[config.mk]
export PLATFORM = sky130hd
export DESIGN_NAME = pscr_regs
export DESIGN_NICKNAME = d
export VERILOG_FILES = /design/src/inc/pscr_pkg.sv /design/src/hdl/pscr_regs.sv /design/src/hdl/pscr_sync.sv
export SDC_FILE = /design/constraint.sdc
export NUM_CORES = 1
export LEC_CHECK = 0
export ABC_AREA = 0
export BUFFER_PORTS_ARGS = -buffer_cell sky130_fd_sc_hd__buf_4
export CAP_MARGIN = 0
export CORE_MARGIN = 10
export CORE_UTILIZATION = 55
export CTS_CLUSTER_SIZE = 24
export DETAILED_ROUTE_END_ITERATION = 10
export PLACE_DENSITY = 0.77
export SYNTH_ARGS = -nofsm -noshare
export SYNTH_HDL_FRONTEND = slang
export SYNTH_SLANG_ARGS = --single-unit
[constraint.sdc]
create_clock -name sys_clk -period 3.5 [get_ports sys_clk]
set_input_delay 0.525 -clock sys_clk [delete_from_list [all_inputs] [get_ports sys_clk]]
set_output_delay 0.525 -clock sys_clk [all_outputs]
set_load 0.02 [all_outputs]
[src/inc/pscr_pkg.sv]
/*
  Package of the paged sensor configuration registers: command and
  response codes, flat register locations, factory values and field
  positions. Assumes nothing of its surroundings.
*/
package pscr_pkg;

  // Command opcodes
  localparam logic [2:0] OP_NOP = 3'h0;
  localparam logic [2:0] OP_READ = 3'h1;
  localparam logic [2:0] OP_WRITE = 3'h2;
  localparam logic [2:0] OP_QUIT = 3'h3;
  localparam logic [2:0] OP_PAGE = 3'h4;
  localparam logic [2:0] OP_RESET = 3'h6;

  // Response identifiers and fixed answer words
  localparam logic [2:0] RID_IDLE = 3'h0;
  localparam logic [2:0] RID_READ_DONE = 3'h1;
  localparam logic [2:0] RID_WRITE_DONE = 3'h2;
  localparam logic [2:0] RID_PAGE = 3'h4;
  localparam logic [2:0] RID_SPECIAL = 3'h7;
  localparam logic [4:0] QUIT_ADDR = 5'h03;
  localparam logic [7:0] QUIT_DATA = 8'h8e;
  localparam logic [4:0] ERR_ADDR = 5'h15;
  localparam logic [7:0] ERR_DATA = 8'hff;
  localparam logic [4:0] NRDY_ADDR = 5'h0b;
  localparam logic [7:0] NRDY_DATA = 8'hff;

  // Flat register locations (page * 32 + in-page address)
  localparam logic [7:0] LOC_FAMILY = 8'h00;
  localparam logic [7:0] LOC_MASK_VER = 8'h01;
  localparam logic [7:0] LOC_NVM_ADDR = 8'h11;
  localparam logic [7:0] LOC_NVM_DATA = 8'h12;
  localparam logic [7:0] LOC_F1_PHASE = 8'h22;
  localparam logic [7:0] LOC_F1_LIGHT = 8'h24;
  localparam logic [7:0] LOC_F2_PHASE = 8'h25;
  localparam logic [7:0] LOC_F2_LIGHT = 8'h27;
  localparam logic [7:0] LOC_GRAY_LIGHT = 8'h3c;

  // Factory values
  localparam logic [7:0] RST_F1_PHASE = 8'h34;
  localparam logic [7:0] RST_F1_LIGHT = 8'h00;
  localparam logic [7:0] RST_F2_PHASE = 8'h3d;
  localparam logic [7:0] RST_F2_LIGHT = 8'h00;
  localparam logic [7:0] RST_GRAY_LIGHT = 8'h26;
  localparam logic [7:0] RST_NVM = 8'h00;
  localparam logic [2:0] RST_PAGE = 3'h0;

  // Field positions
  localparam int PAIR0_LSB = 0;
  localparam int PAIR1_LSB = 2;
  localparam int LIGHT_ON_BIT = 4;
  localparam int LIGHT_OFF_BIT = 5;

  // Boot: settle cycles counted after the sequencer download before defaults show
  localparam logic [3:0] BOOT_CYCLES = 4'h8;

endpackage

[src/hdl/pscr_regs.sv]
/*
  Paged configuration register bank of pages 0 and 1: command decoder,
  page pointer, register store, shadow copies applied at exposure start.
  Assumes commands arrive already deframed from the serial link as a
  one-cycle strobe in the sys_clk domain; exposure trigger and sequencer
  ready come from pins and are synchronised here.
  The store behind the indirect port must answer in the cycle of its
  read pulse; no wait state is inserted. Only pages 0 and 1 are
  decoded: every other flat location reads zero and ignores writes.
  The acquisition path sees only the active copies, never the stored.
*/
// How it works
// - Register is page plus in-page address
// - Shadow writes take effect next exposure trigger
// - Soft reset restores factory register values
// - Defaults shown only after sequencer loaded
// - Read-only family and mask codes, page 0
// - Page-0 0x11 holds absolute EEPROM address
// - Page-0 0x12 moves EEPROM data indirectly
// - 0x22 frame-1 phase steps, default 0x34
// - Bits 3:2 gate pair one; codes direct
// - 0x25 frame-2 phase steps, default 0x3D
// - 0x24 bit 4 keeps light on
// - Bit 5 keeps light source off
// - 0x27 frame-2 light control, default zero
// - 0x3C grayscale light control, default 0x26
// - Opcode 100 selects persistent 3-bit page
// - Read 001, write 010 with address, data
// - Read answer echoes address and data
// - Opcode 110 reloads factory values, idles
`timescale 1ns/10ps
`default_nettype none
module pscr_regs #(
  parameter logic [7:0] FAMILY_CODE = 8'h5a, // Arbitrary value
  parameter logic [7:0] MASK_VERSION = 8'h01 // Arbitrary value
) (
  // Clock and reset
  input wire logic sys_clk,
  input wire logic arst_n,
  // Command from the serial link
  input wire logic cmd_valid,
  input wire logic [2:0] cmd_op,
  input wire logic [4:0] cmd_addr,
  input wire logic [7:0] cmd_data,
  // Response to the serial link
  output logic rsp_valid,
  output logic [2:0] rsp_id,
  output logic [4:0] rsp_addr,
  output logic [7:0] rsp_data,
  // Pins
  input wire logic exposure_trigger,
  input wire logic seq_loaded,
  // Non-volatile store, indirect port
  output logic nvm_wr,
  output logic nvm_rd,
  output logic [7:0] nvm_addr,
  output logic [7:0] nvm_wdata,
  input wire logic [7:0] nvm_rdata,
  // Applied settings to the acquisition path
  output logic [1:0] f1_gate_pair_zero,
  output logic [1:0] f1_gate_pair_one,
  output logic [1:0] f2_gate_pair_zero,
  output logic [1:0] f2_gate_pair_one,
  output logic f1_light_source_on,
  output logic f1_light_source_off,
  output logic f2_light_source_on,
  output logic f2_light_source_off,
  output logic gray_light_source_on,
  output logic gray_light_source_off,
  output logic sys_ready
);

  typedef struct packed {
    // Page pointer of the host
    logic [2:0] page;

    // Indirect store port
    logic [7:0] nvm_addr;
    logic [7:0] nvm_data;

    // Stored copies, written by the host
    logic [7:0] f1_phase;
    logic [7:0] f1_light;
    logic [7:0] f2_phase;
    logic [7:0] f2_light;
    logic [7:0] gray_light;

    // Active copies, seen by the acquisition path
    logic [7:0] act_f1_phase;
    logic [7:0] act_f1_light;
    logic [7:0] act_f2_phase;
    logic [7:0] act_f2_light;
    logic [7:0] act_gray_light;

    // Boot count and trigger edge tracking
    logic [3:0] boot_cnt;
    logic ready;
    logic trig_q;

    // Registered store strobes
    logic nvm_wr;
    logic nvm_rd;

    // Response word
    logic rsp_valid;
    logic [2:0] rsp_id;
    logic [4:0] rsp_addr;
    logic [7:0] rsp_data;
  } pscr_regs_s;

  // Registered state and its next value
  pscr_regs_s state_ff;
  pscr_regs_s nxt_state;

  // Pin levels after the agreement filter
  logic trig_sync;
  logic loaded_sync;

  // Flat location from page pointer and in-page address
  // Page in the upper bits, so page 1 spans 0x20 to 0x3f
  function automatic logic [7:0] flat_loc(input logic [2:0] page, input logic [4:0] addr);
    flat_loc = {page, addr};
  endfunction

  // Pin synchronisers
  // Three stages each; a one-cycle glitch never passes
  pscr_sync u_trig_sync (
    .sys_clk(sys_clk),
    .arst_n(arst_n),
    .din(exposure_trigger),
    .dout(trig_sync)
  );

  pscr_sync u_loaded_sync (
    .sys_clk(sys_clk),
    .arst_n(arst_n),
    .din(seq_loaded),
    .dout(loaded_sync)
  );

  // Command decode, store, shadow transfer
  always_comb begin
    logic [7:0] loc;
    logic [7:0] rdval;
    loc = flat_loc(state_ff.page, cmd_addr);
    rdval = 8'h00;
    nxt_state = state_ff;
    nxt_state.rsp_valid = 1'b0;
    nxt_state.nvm_wr = 1'b0;
    nxt_state.nvm_rd = 1'b0;
    nxt_state.trig_q = trig_sync;

    // Indirect read data lands one cycle after the read pulse; placed
    // ahead of the command decode so that a data register write in
    // that same cycle wins over the data coming back
    if (state_ff.nvm_rd) begin
      nxt_state.nvm_data = nvm_rdata;
    end

    // Read mux; reserved locations read zero
    // Page 2 and up fall in the default arm
    case (loc)
      pscr_pkg::LOC_FAMILY: rdval = FAMILY_CODE;
      pscr_pkg::LOC_MASK_VER: rdval = MASK_VERSION;
      pscr_pkg::LOC_NVM_ADDR: rdval = state_ff.nvm_addr;
      pscr_pkg::LOC_NVM_DATA: rdval = state_ff.nvm_data;
      pscr_pkg::LOC_F1_PHASE: rdval = state_ff.f1_phase;
      pscr_pkg::LOC_F1_LIGHT: rdval = state_ff.f1_light;
      pscr_pkg::LOC_F2_PHASE: rdval = state_ff.f2_phase;
      pscr_pkg::LOC_F2_LIGHT: rdval = state_ff.f2_light;
      pscr_pkg::LOC_GRAY_LIGHT: rdval = state_ff.gray_light;
      default: rdval = 8'h00;
    endcase

    // Boot: wait for sequencer program, then a short settle count
    // Ready never falls again; a later drop of the pin is ignored
    if (!state_ff.ready) begin
      if (loaded_sync) begin
        if (state_ff.boot_cnt == pscr_pkg::BOOT_CYCLES) begin
          nxt_state.ready = 1'b1;
        end else begin
          nxt_state.boot_cnt = state_ff.boot_cnt + 4'h1;
        end
      end
    end

    // Shadow copies become active at the rising trigger edge
    // A write in the same cycle reaches the stored copy only
    if (trig_sync && !state_ff.trig_q) begin
      nxt_state.act_f1_phase = state_ff.f1_phase;
      nxt_state.act_f1_light = state_ff.f1_light;
      nxt_state.act_f2_phase = state_ff.f2_phase;
      nxt_state.act_f2_light = state_ff.f2_light;
      nxt_state.act_gray_light = state_ff.gray_light;
    end

    // One registered answer per command, standing one cycle
    if (cmd_valid) begin
      nxt_state.rsp_valid = 1'b1;
      nxt_state.rsp_addr = cmd_addr;
      nxt_state.rsp_data = 8'h00;
      if (!state_ff.ready) begin
        // Boot not finished: not-ready answer, command dropped
        nxt_state.rsp_id = pscr_pkg::RID_SPECIAL;
        nxt_state.rsp_addr = pscr_pkg::NRDY_ADDR;
        nxt_state.rsp_data = pscr_pkg::NRDY_DATA;
      end else begin
        case (cmd_op)
          // Poll: idle answer, nothing pending
          pscr_pkg::OP_NOP: begin
            nxt_state.rsp_id = pscr_pkg::RID_IDLE;
            nxt_state.rsp_addr = 5'h00;
          end

          // Read: address echoed with the register value
          pscr_pkg::OP_READ: begin
            nxt_state.rsp_id = pscr_pkg::RID_READ_DONE;
            nxt_state.rsp_data = rdval;
            if (loc == pscr_pkg::LOC_NVM_DATA) begin
              nxt_state.nvm_rd = 1'b1;
            end
          end

          // Write: stored copy or indirect port
          pscr_pkg::OP_WRITE: begin
            nxt_state.rsp_id = pscr_pkg::RID_WRITE_DONE;
            nxt_state.rsp_data = cmd_data;
            // Writes to read-only or reserved locations are ignored
            // The answer echoes the data even when it is not stored
            case (loc)
              pscr_pkg::LOC_NVM_ADDR: nxt_state.nvm_addr = cmd_data;
              pscr_pkg::LOC_NVM_DATA: begin
                nxt_state.nvm_data = cmd_data;
                nxt_state.nvm_wr = 1'b1;
              end
              pscr_pkg::LOC_F1_PHASE: nxt_state.f1_phase = cmd_data;
              pscr_pkg::LOC_F1_LIGHT: nxt_state.f1_light = cmd_data;
              pscr_pkg::LOC_F2_PHASE: nxt_state.f2_phase = cmd_data;
              pscr_pkg::LOC_F2_LIGHT: nxt_state.f2_light = cmd_data;
              pscr_pkg::LOC_GRAY_LIGHT: nxt_state.gray_light = cmd_data;
              default: nxt_state.rsp_data = cmd_data;
            endcase
          end

          // Quit: nothing is ever pending, so only the fixed answer
          pscr_pkg::OP_QUIT: begin
            nxt_state.rsp_id = pscr_pkg::RID_SPECIAL;
            nxt_state.rsp_addr = pscr_pkg::QUIT_ADDR;
            nxt_state.rsp_data = pscr_pkg::QUIT_DATA;
          end

          // Page select: pointer kept until the next select or soft reset
          pscr_pkg::OP_PAGE: begin
            nxt_state.page = cmd_addr[2:0];
            nxt_state.rsp_id = pscr_pkg::RID_PAGE;
            nxt_state.rsp_addr = {2'b00, cmd_addr[2:0]};
          end

          // Soft reset
          pscr_pkg::OP_RESET: begin
            // Factory values back, active copies too; answer idle
            // Active copies at once, so outputs need no trigger to recover
            nxt_state.page = pscr_pkg::RST_PAGE;
            nxt_state.nvm_addr = pscr_pkg::RST_NVM;
            nxt_state.nvm_data = pscr_pkg::RST_NVM;
            nxt_state.f1_phase = pscr_pkg::RST_F1_PHASE;
            nxt_state.f1_light = pscr_pkg::RST_F1_LIGHT;
            nxt_state.f2_phase = pscr_pkg::RST_F2_PHASE;
            nxt_state.f2_light = pscr_pkg::RST_F2_LIGHT;
            nxt_state.gray_light = pscr_pkg::RST_GRAY_LIGHT;
            nxt_state.act_f1_phase = pscr_pkg::RST_F1_PHASE;
            nxt_state.act_f1_light = pscr_pkg::RST_F1_LIGHT;
            nxt_state.act_f2_phase = pscr_pkg::RST_F2_PHASE;
            nxt_state.act_f2_light = pscr_pkg::RST_F2_LIGHT;
            nxt_state.act_gray_light = pscr_pkg::RST_GRAY_LIGHT;
            nxt_state.rsp_id = pscr_pkg::RID_IDLE;
            nxt_state.rsp_addr = 5'h00;
          end

          // Reserved opcodes
          default: begin
            // Reserved opcode: error answer
            nxt_state.rsp_id = pscr_pkg::RID_SPECIAL;
            nxt_state.rsp_addr = pscr_pkg::ERR_ADDR;
            nxt_state.rsp_data = pscr_pkg::ERR_DATA;
          end
        endcase
      end
    end
  end

  // Hardware reset gives factory values, same as the soft reset
  // Reset branch loads constants only
  always_ff @(posedge sys_clk or negedge arst_n) begin
    if (!arst_n) begin
      state_ff <= '0;
      state_ff.f1_phase <= pscr_pkg::RST_F1_PHASE;
      state_ff.f1_light <= pscr_pkg::RST_F1_LIGHT;
      state_ff.f2_phase <= pscr_pkg::RST_F2_PHASE;
      state_ff.f2_light <= pscr_pkg::RST_F2_LIGHT;
      state_ff.gray_light <= pscr_pkg::RST_GRAY_LIGHT;
      state_ff.act_f1_phase <= pscr_pkg::RST_F1_PHASE;
      state_ff.act_f1_light <= pscr_pkg::RST_F1_LIGHT;
      state_ff.act_f2_phase <= pscr_pkg::RST_F2_PHASE;
      state_ff.act_f2_light <= pscr_pkg::RST_F2_LIGHT;
      state_ff.act_gray_light <= pscr_pkg::RST_GRAY_LIGHT;
    end else begin
      state_ff <= nxt_state;
    end
  end

  // Outputs straight from flip-flops
  assign rsp_valid = state_ff.rsp_valid;
  assign rsp_id = state_ff.rsp_id;
  assign rsp_addr = state_ff.rsp_addr;
  assign rsp_data = state_ff.rsp_data;

  // Store port and status
  assign nvm_wr = state_ff.nvm_wr;
  assign nvm_rd = state_ff.nvm_rd;
  assign nvm_addr = state_ff.nvm_addr;
  assign nvm_wdata = state_ff.nvm_data;
  assign sys_ready = state_ff.ready;

  // Selector codes map straight to step numbers
  assign f1_gate_pair_zero = state_ff.act_f1_phase[pscr_pkg::PAIR0_LSB +: 2];
  assign f1_gate_pair_one = state_ff.act_f1_phase[pscr_pkg::PAIR1_LSB +: 2];
  assign f2_gate_pair_zero = state_ff.act_f2_phase[pscr_pkg::PAIR0_LSB +: 2];
  assign f2_gate_pair_one = state_ff.act_f2_phase[pscr_pkg::PAIR1_LSB +: 2];

  // Light source control bits of the active copies
  assign f1_light_source_on = state_ff.act_f1_light[pscr_pkg::LIGHT_ON_BIT];
  assign f1_light_source_off = state_ff.act_f1_light[pscr_pkg::LIGHT_OFF_BIT];
  assign f2_light_source_on = state_ff.act_f2_light[pscr_pkg::LIGHT_ON_BIT];
  assign f2_light_source_off = state_ff.act_f2_light[pscr_pkg::LIGHT_OFF_BIT];
  assign gray_light_source_on = state_ff.act_gray_light[pscr_pkg::LIGHT_ON_BIT];
  assign gray_light_source_off = state_ff.act_gray_light[pscr_pkg::LIGHT_OFF_BIT];

endmodule
`default_nettype wire

[src/hdl/pscr_sync.sv]
/*
  Three-stage input synchroniser with agreement filter for one pin level.
  Assumes sys_clk and arst_n of the register block.
*/
`timescale 1ns/10ps
`default_nettype none
module pscr_sync (
  // Clock and reset
  input wire logic sys_clk,
  input wire logic arst_n,
  // Level
  input wire logic din,
  output logic dout
);

  typedef struct packed {
    logic [2:0] stage;
    logic level;
  } pscr_sync_s;

  pscr_sync_s state_ff;
  pscr_sync_s nxt_state;

  // Stage 0 feeds only stage 1; level follows once stages 1 and 2 agree
  always_comb begin
    nxt_state = state_ff;
    nxt_state.stage = {state_ff.stage[1:0], din};
    if (state_ff.stage[1] == state_ff.stage[2]) begin
      nxt_state.level = state_ff.stage[2];
    end
  end

  always_ff @(posedge sys_clk or negedge arst_n) begin
    if (!arst_n) begin
      state_ff <= '0;
    end else begin
      state_ff <= nxt_state;
    end
  end

  assign dout = state_ff.level;

endmodule
`default_nettype wire

# Word level (Yosys, flattened, before mapping)
# Index checks and enable logic that the tools add are counted.
# classes
n_addsub,1
n_reduce_logical,17
mux,27
n_eq_ne,22
bitwise,2
# op_table
cell,n
$mux 88,2
$pmux 56 s2,1
$mux 40,2
$pmux 8 s9,1
$mux 8,8
$eq 8x6->1 const B,5
$pmux 8 s4,1
$reduce_and 4->1,6
$pmux 5 s4,1
$mux 19,1
$eq 8x5->1 const B,2
$mux 16,1
$ne 2x1->1 const B,6
$pmux 3 s4,1
$eq 8x1->1 const B,1
$logic_not 8->1,1
$eq 3x2->1 const B,2
$eq 3x3->1 const B,2
$mux 1,6
$pmux 3 s2,1
$reduce_and 3->1,2
$add 4x1->4 const B,1
$eq 4x4->1 const B,1
$reduce_bool 2->1,2
9 further kinds,12
# word_totals
output_inout_bits,50
word_cells,95
register_bits,132
in_bits,29

# Depth between registers and ports, before layout
# Gate-level depths: netlist of run 1.
# depth
depth_word,6
mapped_depth,8
mapped_depth_nobuf,7

# Cells and area by module
# A second synthesis of run 1 with hierarchy kept.
# hier_totals
hier_cells,518
hier_area_um2,5411.4
# modules_own_cells
mod,instances,seq_area_each_um2,cells_per_inst,area_per_inst_um2
pscr_regs,1,2472.4,508,5188.7
pscr_sync,2,100.1,5,111.4

# Worst setup path after synthesis of run 1
# Ideal clock, no wire load.
# synth_timing
path_kind,input to register
from,input cmd_addr[0]
to,"register state_ff, in the netlist rsp_data[0]"
setup_ns,0.123
path_stages,7
arrival_ns,1.976
t_required_ns,3.377
path_buffers,2
setup_slack_ns,1.401
cell_sequence,buf_4 -> nor4_1 -> and4_4 -> buf_6 -> o311a_1 -> or3_4 -> o221a_1
# synth_between
elab_chain_cells,4
word_cells_on_any_way,12
cone_classes,8 x eq/ne; 3 x mux; 1 x reduce/logical
# synth_rtl
element,line_no,rtl
start: declaration,pscr_regs.sv:43,"input wire logic [4:0] cmd_addr,"
"$eq 8x6->1, or another cell as far along",pscr_regs.sv:162,case (loc)
$pmux 8 s9 (*),pscr_regs.sv:162,
$pmux 8 s4 (*),pscr_regs.sv:208,case (cmd_op)
$mux 16 (*),pscr_regs.sv:202,if (!state_ff.ready) begin
end signal: assignment,pscr_regs.sv:308,state_ff <= nxt_state;
end: declaration,pscr_regs.sv:112,pscr_regs_s state_ff;
# Every way passes the cells marked *; elsewhere a longest branch is shown, timed or not.
# A chain may end at the register's enable or synchronous reset.

# Final worst setup path of run 1
# layout_timing
from,register state_ff[123] (netlist bit)
to,register state_ff[87] (netlist bit)
# layout_between
elab_chain_cells,3
# layout_rtl
element,line_no,rtl
$eq 8x6->1,pscr_regs.sv:230,case (loc)
$ne 2x1->1 (no source line),n/a,
$reduce_and 4->1 (no source line),n/a,
# No other way between the ends.

==> results of run 1 <==
## flip-flops by register name (all words and copies together), names as in the netlist, 2 cells and up
register	flops
nvm_wdata	8
nvm_addr	8
f2_gate_pair_zero	2
rsp_addr	5
u_trig_sync.nxt_state	2
f1_gate_pair_zero	2
rsp_data	8
f1_gate_pair_one	2
rsp_id	3
u_loaded_sync.nxt_state	2
state_ff	48
f2_gate_pair_one	2
## worst max-delay path, stage by stage (launching register included)
cell and delay (ns):
dfrtp_1 0.46, nor3_1 0.42, and3_1 0.41, a21oi_1 0.13, nor2_2 0.46, mux2_2 0.40
## per-stage QoR
step | power (mW) | utilization, % | hold slack (ns) | area (µm²)
finish | 3.42 | 63.2 | 0.157 | 5900
global route | 3.61 | 63.2 | 0.190 | 5900
CTS | 3.44 | 63.2 | 0.178 | 5900
floorplan | 2.43 | - | 0.229 | 5310
detailed placement | 2.73 | 61.2 | 0.336 | 5710
global placement | 2.69 | 61.2 | 0.333 | 5710
## layer usage
layer	vias up	GRT usage [%]	routed length, µm
met5	-	0	0
met4	0	4.02	141
met3	13	5.33	922
met2	136	33.1	6980
met1	1986	24.3	5950
li1	1831	-	-
## logic make-up after synthesis
logic type | after synthesis | synth area share (%)
simple gates | 165 | 15.5
mux | 50 | 10.2
flops | 106 | 50.3
compound gates | 105 | 13.8
fa+ha+maj | 5 | 1.04
buf+inv | 74 | 8.48
xor+xnor | 4 | 0.659
## power by group through the flow
stage | logic, mW | registers (mW) | clock network (mW)
2_1_floorplan | 0.745 | 1.69 | 0
3_3_place_gp | 0.975 | 1.72 | 0
3_5_place_dp | 1.00 | 1.73 | 0
4_1_cts | 1.00 | 1.70 | 0.737
5_1_grt | 1.08 | 1.74 | 0.789
6_report | 0.996 | 1.71 | 0.722
## cell type report
class                   instances  area (µm²)
inverters                       7        26.3
clock buffers                   9         124
flip-flops and latches        106        2670
well taps                     129         161
clock inverters                 7        62.6
fillers                       785        3430
repair buffers                 88         661
multi-input cells             329        2190
## path summary, 6_finish.rpt
path | from | end | slack, ns | cells past startpoint
max in group asynchronous | arst_n | state_ff[66] | 2.48 | 2
worst max-delay path | state_ff[123] | state_ff[87] | 1.12 | 5
worst max register to register | state_ff[123] | state_ff[87] | 1.12 | 5
min in group sys_clk | exposure_trigger | u_trig_sync.nxt_state[2] | 0.25 | 1
worst min register to register | u_trig_sync.nxt_state[2] | u_trig_sync.nxt_state[3] | 0.36 | 0
worst min-delay path | arst_n | sys_ready | 0.16 | 1
## cell usage in the layout (no fill, tap or decap), drive strengths merged, types with 4 or more instances in the layout
cell / n
inv: 10
nand4: 7
o21ai: 30
nor2b: 7
o2bb2ai: 9
and3: 6
o221a: 4
a22oi: 6
a32oi: 4
nor2: 28
a211oi: 6
a31oi: 5
mux2i: 15
clkbuf: 9
mux2: 35
nand3: 15
nor4: 5
dfrtp: 90
dfstp: 16
nand2: 68
buf: 88
a21oi: 17
and2: 12
nor3: 4
a22o: 5
==> run_results.csv, run 1 <==
group,metric,value,unit
yosys,ys_seq_area_share,50.3,%
yosys,ys.flop_type,"dfrtp_1",
pwr,peakVddDrop,0.000278,V
placed_design,gp_congestion,0.950,
worst_setup_path,required,3.76,ns
pwr,sw_frac_of_total,35.1,%
yosys,synth_area_per_cell,10.4,µm²
sta,timing.final.max_slew_violations,0,
placed_design,port_buffers,78,
placed_design,place_hpwl,10500,µm
layout,drive_above_1_share,30.4,%
global_route,track_usage,19.5,%
clock_network,cts_tree,"done",
yosys,yosys-top-cells-count,"dfrtp_1 (90), nand2_1 (68), buf_4 (42)",
sta,hold_viol,0,
pwr,p_switching,1.20,mW
clock_network,ctsHtreeMaxLevel,3,
clock_network,post_cts_buffers,0,
drt,dr.pass1.iters,7,
yosys,yosysTopAreaCellShare,42.4,%
drt,routed_via_density,5.88,
layout,insertedDiodeCount,0,
flow_run,cap_viol_max_count,0,
yosys,yosys_warnings,0,
run_status,outcome,"completed",
yosys,synth-edff-count,0,
clock_network,cts_made_buffers,9,
yosys,syn-num-nets,540,
sta,grt_setup_unrepaired,"no",
clock_network,clkLatencyLatePin,0.37,ns
floorplan,core,9330,µm²
yosys,ys_ff_latch,106,
global_route,overflow,0,
yosys,yosysTopAreaCell,"dfrtp_1",
yosys,synth_async_sr_flop_share,100,%
floorplan,die_w,118,µm
yosys,synth_area_leaders,"dfrtp_1 (42%), dfstp_2 (7.9%), mux2_2 (7.4%)",
global_route,grt_pass1_vias,4108,
floorplan,die_area,14000,µm²
pwr,p_int,2.22,mW
worst_setup_path,cp-start-kind,"flop",
clock_network,cts.clk_slew.worst_paths,0.10,ns
floorplan,start_util,57.0,%
global_route,antenna_found_initial,0,
drt,drt.antenna.violating_nets,0,
sta,setup_slack,1.12,ns
pwr,seqPwrFrac,49.8,%
pwr,leakagePower,2.65,nW
yosys,yosysMostFrequentCell,"dfrtp_1",
yosys,netlist_area,5310,µm²
sta,worst-slew-pin-transition,1.02,ns
sta,fin_skew,0.0159,ns
drt,post_drt_wl_per_cell,20.7,µm
layout,fin_nets,572,
sta,max-slew-margin-rel,31.5,%
sta,finalSetupViolCount,0,
placed_design,place_ws,0.831,ns
floorplan,ioPinCount,79,
sta,finalSetupTns,0,ns
worst_setup_path,cp.arrival,2.64,ns
clock_network,clock_sinks,106,
sta,clock.fmax,420,MHz
clock_network,cts_repair_resize_count,0,
drt,drt-initial-drc-count,422,
clock_network,holdBufCountCts,0,
floorplan,rows,35,
global_route,grt_pass1_wl,22200,µm
layout,layoutNonFillerInstCount,675,
yosys,synthCells,509,
drt,wl,14000,µm
worst_setup_path,critical_path_class,"flop to flop",
min_path,holdCritPathClass,"input port to asynchronous set/reset pin",
worst_setup_path,crit_path_end_kind,"flop",
sta,fin_crit,2.38,ns
clock_network,cts_root_buf,"clkbuf_8",
global_route,grt_max_degree,51,
worst_setup_path,crit_fanout,8,
clock_network,cts_max_path_buffers,2,
yosys,yosysUniqueCellTypes,59,
sta,finalCritPeriodShare,68.1,%
placed_design,place_inst,659,
pwr,clockPowerShare,21.1,%
drt,post-route-drc-count,0,
floorplan,die_h,118,µm
drt,vias,3966,
pwr,combPwrFrac,29.1,%
pwr,powerDensity,580,nW/µm²
layout,synthToLayoutAreaGrowth,11.0,%
No activity file was read; power rests on OpenSTA's default activity.
==> run 2: changes to the inputs <==
--- a/config.mk
+++ b/config.mk
@@ -9,7 +9,7 @@
 export BUFFER_PORTS_ARGS = -buffer_cell sky130_fd_sc_hd__buf_4
 export CAP_MARGIN = 0
 export CORE_MARGIN = 10
-export CORE_UTILIZATION = 55
+export CORE_UTILIZATION = 52
 export CTS_CLUSTER_SIZE = 24
 export DETAILED_ROUTE_END_ITERATION = 10
 export PLACE_DENSITY = 0.77
==> constraint.sdc (replaced) <==
create_clock -name sys_clk -period 2 [get_ports sys_clk]
set_input_delay 0.3 -clock sys_clk [delete_from_list [all_inputs] [get_ports sys_clk]]
set_output_delay 0.3 -clock sys_clk [all_outputs]
set_load 0.02 [all_outputs]
==> run 2 against run 1 <==
Effect of this change: clock skew decreased by 0.0060 ns; routed wire length increased by 6.7%; largest cell class unchanged; largest power group unchanged; critical endpoint is now rsp_data[5]; global-route usage increased by 0.98 points; critical path type unchanged; via count increased by 7.3%; core utilization increased by 0.85 points.
==> run_results.csv, run 2 (synthesis results as in run 1) <==
group,metric,value,unit
pwr,leakagePower,2.90,nW
sta,hold_ws,0.0172,ns
min_path,holdPathEnd,"u_trig_sync.nxt_state[2]",
global_route,grt_use_met3,3.44,%
run_status,outcome,"completed",
clock_network,clock_sinks,106,
sta,finalCritPeriodShare,97.8,%
drt,vias,4257,
layout,drive_above_1_share,36.8,%
drt,wl,14900,µm
clock_network,cts_made_buffers,9,
global_route,grtUsageMet2,33.3,%
floorplan,ioPinCount,79,
layout,mostFrequentLayoutCells,"buf_4 (132), dfrtp_1 (88), nand2_1 (68), mux2_2 (35), o21ai_0 (28)",
clock_network,cts_tree,"done",
floorplan,rows,36,
global_route,track_usage,20.5,%
sta,fin_crit,1.96,ns
clock_network,cts_root_buf,"clkbuf_8",
global_route,grt_pass1_wl,23600,µm
layout,fin_nets,619,
global_route,grt_pass1_vias,4308,
sta,finalSetupViolCount,0,
min_path,hp-start,"exposure_trigger",
floorplan,die_w,121,µm
clock_network,ctsHtreeMaxLevel,3,
drt,post-route-drc-count,0,
worst_setup_path,cp.arrival,2.23,ns
drt,dr.pass1.iters,5,
placed_design,gp_congestion,0.979,
worst_setup_path,crit_fanout,6,
worst_setup_path,critical_path_class,"flop to flop",
floorplan,die_h,121,µm
sta,clock.fmax,511,MHz
global_route,grtUsageMet1,26.6,%
flow_run,cap_viol_max_count,0,
worst_setup_path,r2r.worst_path.cells,5,
layout,insertedDiodeCount,0,
drt,routed_via_density,5.86,
global_route,overflow,0,
worst_setup_path,regToRegSetupSlack,0.04,ns
layout,largest_reg_flops,48,
layout,regMostFlops,"state_ff",
sta,worst-slew-pin-transition,0.601,ns
global_route,busiest_layer,"met2",
pwr,powerDensity,979,nW/µm²
placed_design,place_hpwl,11300,µm
drt,drt.antenna.violating_nets,0,
min_path,holdCritPathClass,"input port to flop",
global_route,grt_max_degree,107,
sta,timing.final.max_slew_violations,0,
drt,drt-initial-drc-count,379,
worst_setup_path,crit_path_end_kind,"flop",
pwr,peakVddDrop,0.000544,V
layout,synthToLayoutAreaGrowth,19.0,%
worst_setup_path,cp-start-kind,"flop",
layout,final_util,64.1,%
global_route,antenna_found_initial,0,
clock_network,cts.clk_slew.worst_paths,0.10,ns
layout,layout_commonest_cell,"buf_4",
floorplan,core,9860,µm²
clock_network,cts_max_path_buffers,2,
placed_design,port_buffers,78,
worst_setup_path,required,2.27,ns
floorplan,start_util,53.9,%
min_path,hold_path_depth,1,
floorplan,die_area,14700,µm²
placed_design,place_inst,705,
sta,max-slew-margin-rel,59.9,%
sta,fin_skew,0.00993,ns
layout,layoutNonFillerInstCount,726,
worst_setup_path,r2r-start,"state_ff[121]",
sta,hold_viol,0,
worst_setup_path,r2r-end,"rsp_data[5]",
drt,post_drt_wl_per_cell,20.6,µm
clock_network,clkLatencyLatePin,0.38,ns
run 2: power breakdown:
group | internal, mW | switching, mW | total, mW
combinational | 0.863 | 1.03 | 1.89
sequential | 2.67 | 0.324 | 2.99
clock | 0.536 | 0.769 | 1.30
total | 4.07 | 2.12 | 6.19
run 2: area by class of cell:
class / instances / area, µm²
clock buffers: 11 / 151
clock inverters: 5 / 47.5
fillers: 809 / 3540
inverters: 7 / 26.3
multi-input cells: 329 / 2210
flip-flops and latches: 106 / 2680
well taps: 133 / 166
repair buffers: 135 / 1040
run 2: timing repair:
action | in CTS | in global routing
hold buffers | 1 | 0
gates resized for setup | 0 | 6
endpoints found under the setup margin | 0 | 43
endpoints found under the hold margin | 3 | 0
buffers inserted | 0 | 4
run 2: metrics by stage:
stage	total power, mW	setup slack, ns	TNS, ns	cell area [µm²]
2_1_floorplan	4.26	-0.0218	-0.0654	5310
3_3_place_gp	4.84	-0.0188	-0.0229	6060
3_5_place_dp	4.90	0.00950	0	6060
4_1_cts	6.20	0.00372	0	6270
5_1_grt	6.50	-0.0190	-0.0479	6320
6_report	6.19	0.0436	0	6320
run 2: critical path: stages (launching register included):
cell     delay, ns
dfrtp_1       0.43
and2_4        0.19
and4_4        0.20
o311a_4       0.39
or3_4         0.40
o221a_1       0.24
run 2: metal layers:
layer,routed length [µm],vias up,part of all wire [%]
met5,0,-,0
met1,6370,2149,43
met2,7270,152,49
met3,979,21,6.6
li1,-,1935,-
met4,315,0,2.1
run 2: how the worst max path moves through the flow:
stage	start	end	depth (start not counted)	slack [ns]
3_5_place_dp	cmd_addr[2]	nvm_wdata[1]	8	0.009
6_report	state_ff[121]	rsp_data[5]	5	0.04
5_1_grt	state_ff[123]	nvm_addr[3]	7	-0.02
4_1_cts	state_ff[121]	rsp_data[7]	5	0.004
3_3_place_gp	cmd_addr[4]	rsp_data[7]	6	-0.02
2_1_floorplan	sys_ready	state_ff[82]	6	-0.02
==> run 3: changes to the inputs <==
--- a/config.mk
+++ b/config.mk
@@ -8,6 +8,7 @@
 export ABC_AREA = 0
 export BUFFER_PORTS_ARGS = -buffer_cell sky130_fd_sc_hd__buf_4
 export CAP_MARGIN = 0
+export CORE_ASPECT_RATIO = 2
 export CORE_MARGIN = 10
 export CORE_UTILIZATION = 52
 export CTS_CLUSTER_SIZE = 24
==> run 3 against run 2 <==
Effect of this change: worst setup slack better by 0.010 ns; clock skew about the same; sequential power about the same; clock power grew 34%; clock-buffer cell count stayed put; fmax increased by 0.52%; critical path depth did not move; highest routed layer unchanged.
==> run_results.csv, run 3 (synthesis results as in run 1) <==
group,metric,value,unit
pwr,total_power,6.66,mW
placed_design,place_hpwl,12500,µm
worst_setup_path,cp.arrival,2.17,ns
pwr,leakagePower,3.02,nW
drt,post-route-drc-count,0,
sta,fin_skew,0.0100,ns
clock_network,clkLatencyLatePin,0.35,ns
clock_network,cts_root_buf,"clkbuf_16",
worst_setup_path,required,2.23,ns
global_route,grt_pass1_wl,24100,µm
sta,grt_setup_unrepaired,"no",
clock_network,cts_made_buffers,9,
drt,drt-initial-drc-count,174,
worst_setup_path,crit_fanout,5,
floorplan,ioPinCount,79,
worst_setup_path,cp-start-kind,"flop",
flow_run,cap_viol_max_count,0,
floorplan,die_h,163,µm
global_route,grt_max_degree,45,
drt,vias,4230,
floorplan,start_util,52.7,%
clock_network,clock_sinks,106,
worst_setup_path,critical_path_class,"flop to flop",
worst_setup_path,crit_path_end_kind,"flop",
sta,clock.fmax,514,MHz
drt,dr.pass1.iters,6,
run_status,outcome,"completed",
clock_network,cts_max_path_buffers,2,
drt,drt.antenna.violating_nets,0,
layout,insertedDiodeCount,0,
global_route,antenna_found_initial,0,
clock_network,cts.clk_slew.worst_paths,0.07,ns
pwr,powerDensity,1020,nW/µm²
min_path,holdCritPathClass,"input port to flop",
layout,synthToLayoutAreaGrowth,22.4,%
layout,regMostFlops,"state_ff",
global_route,overflow,0,
min_path,hp-start,"exposure_trigger",
global_route,grt_pass1_vias,4379,
clock_network,ctsHtreeMaxLevel,3,
layout,largest_reg_flops,48,
layout,seq_area,2670,µm²
floorplan,die_area,14900,µm²
sta,timing.final.max_slew_violations,0,
layout,num-fill-cells,840,
sta,max-slew-margin-rel,58.5,%
layout,drive_above_1_share,37.1,%
placed_design,port_buffers,78,
drt,post_drt_wl_per_cell,21.3,µm
sta,worst-slew-pin-transition,0.622,ns
sta,finalSetupViolCount,0,
sta,finalCritPeriodShare,97.3,%
pwr,peakVddDrop,0.000608,V
placed_design,gp_congestion,0.958,
worst_setup_path,startpoint,"state_ff[121]",
drt,routed_via_density,5.73,
sta,fin_crit,1.95,ns
layout,multi_input_area,2210,µm²
layout,fin_nets,629,
clock_network,cts_tree,"done",
floorplan,rows,52,
worst_setup_path,r2r-start,"state_ff[121]",
floorplan,die_w,91.5,µm
sta,hold_ws,0.0549,ns
global_route,track_usage,20.9,%
drt,wl,15700,µm
layout,layout_commonest_cell,"buf_4",
layout,mostFrequentLayoutCells,"buf_4 (141), dfrtp_1 (90), nand2_1 (68), mux2_2 (35), o21ai_0 (28)",
floorplan,core,10100,µm²
sta,hold_viol,0,
## run 3: changes by cell type in the layout (fill, tap and decap cells not counted), sizes merged
cell and change:
clkinv +3, buf +10, inv -1, clkinvlp -2
## run 3: critical path: stages, from the launching register on
cell and delay [ns]:
dfrtp_1 0.42, and2_4 0.19, and4_4 0.20, o311a_1 0.38, or3_4 0.40, o221a_1 0.24
## run 3: routing by layer
metal / share of wire (%) / vias up / global-route usage (%)
li1: - / 1953 / -
met3: 4.3 / 38 / 4.02
met2: 56 / 143 / 38.4
met4: 3.8 / 0 / 10.5
met5: 0 / - / 0
met1: 36 / 2096 / 21.8
## run 3: layout make-up
| class | count | area share (%) |
|---|---|---|
| Sequential cell | 106 | 41.1 |
| Multi-Input combinational cell | 329 | 33.9 |
| Timing Repair Buffer | 145 | 17.3 |
| Clock buffer | 11 | 3.89 |
| Tap cell | 135 | 2.60 |
| Clock inverter | 5 | 0.769 |
| Inverter | 7 | 0.404 |
## run 3: per-stage QoR
stage | utilization (%) | std cells | setup WS [ns] | area, µm² | TNS (ns)
after CTS | 64.4 | 738 | 0.00312 | 6490 | 0
final | 64.5 | 738 | 0.0537 | 6500 | 0
after floorplan | - | 509 | -0.0218 | 5310 | -0.0654
after detailed placement | 61.3 | 721 | -0.0950 | 6180 | -0.653
after global placement | 61.3 | 721 | -0.116 | 6180 | -0.845
after global routing | 64.5 | 738 | 0.00147 | 6500 | 0
## run 3: worst paths after layout
path                                       endpoint  slack, ns  cells past startpoint
max                                     rsp_data[5]       0.05                      5
max reg2reg                             rsp_data[5]       0.05                      5
min reg2reg                u_trig_sync.nxt_state[3]       0.36                      0
min in group asynchronous                    nvm_wr       0.40                      2
min                        u_trig_sync.nxt_state[2]       0.05                      1
max in group asynchronous              state_ff[66]       0.97                      3
## run 3: power by group
group          switching, mW  internal [mW]
registers              0.328           2.67
clock network          0.810          0.930
logic                   1.06          0.865
total                   2.20           4.46
## run 3: repair_timing
item / 4_1_cts / 5_1_grt
endpoints found under the setup margin: 2 / 23
hold buffers: 1 / 0
resized for setup: 1 / 2
endpoints found under the hold margin: 21 / 0
setup buffers: 0 / 0
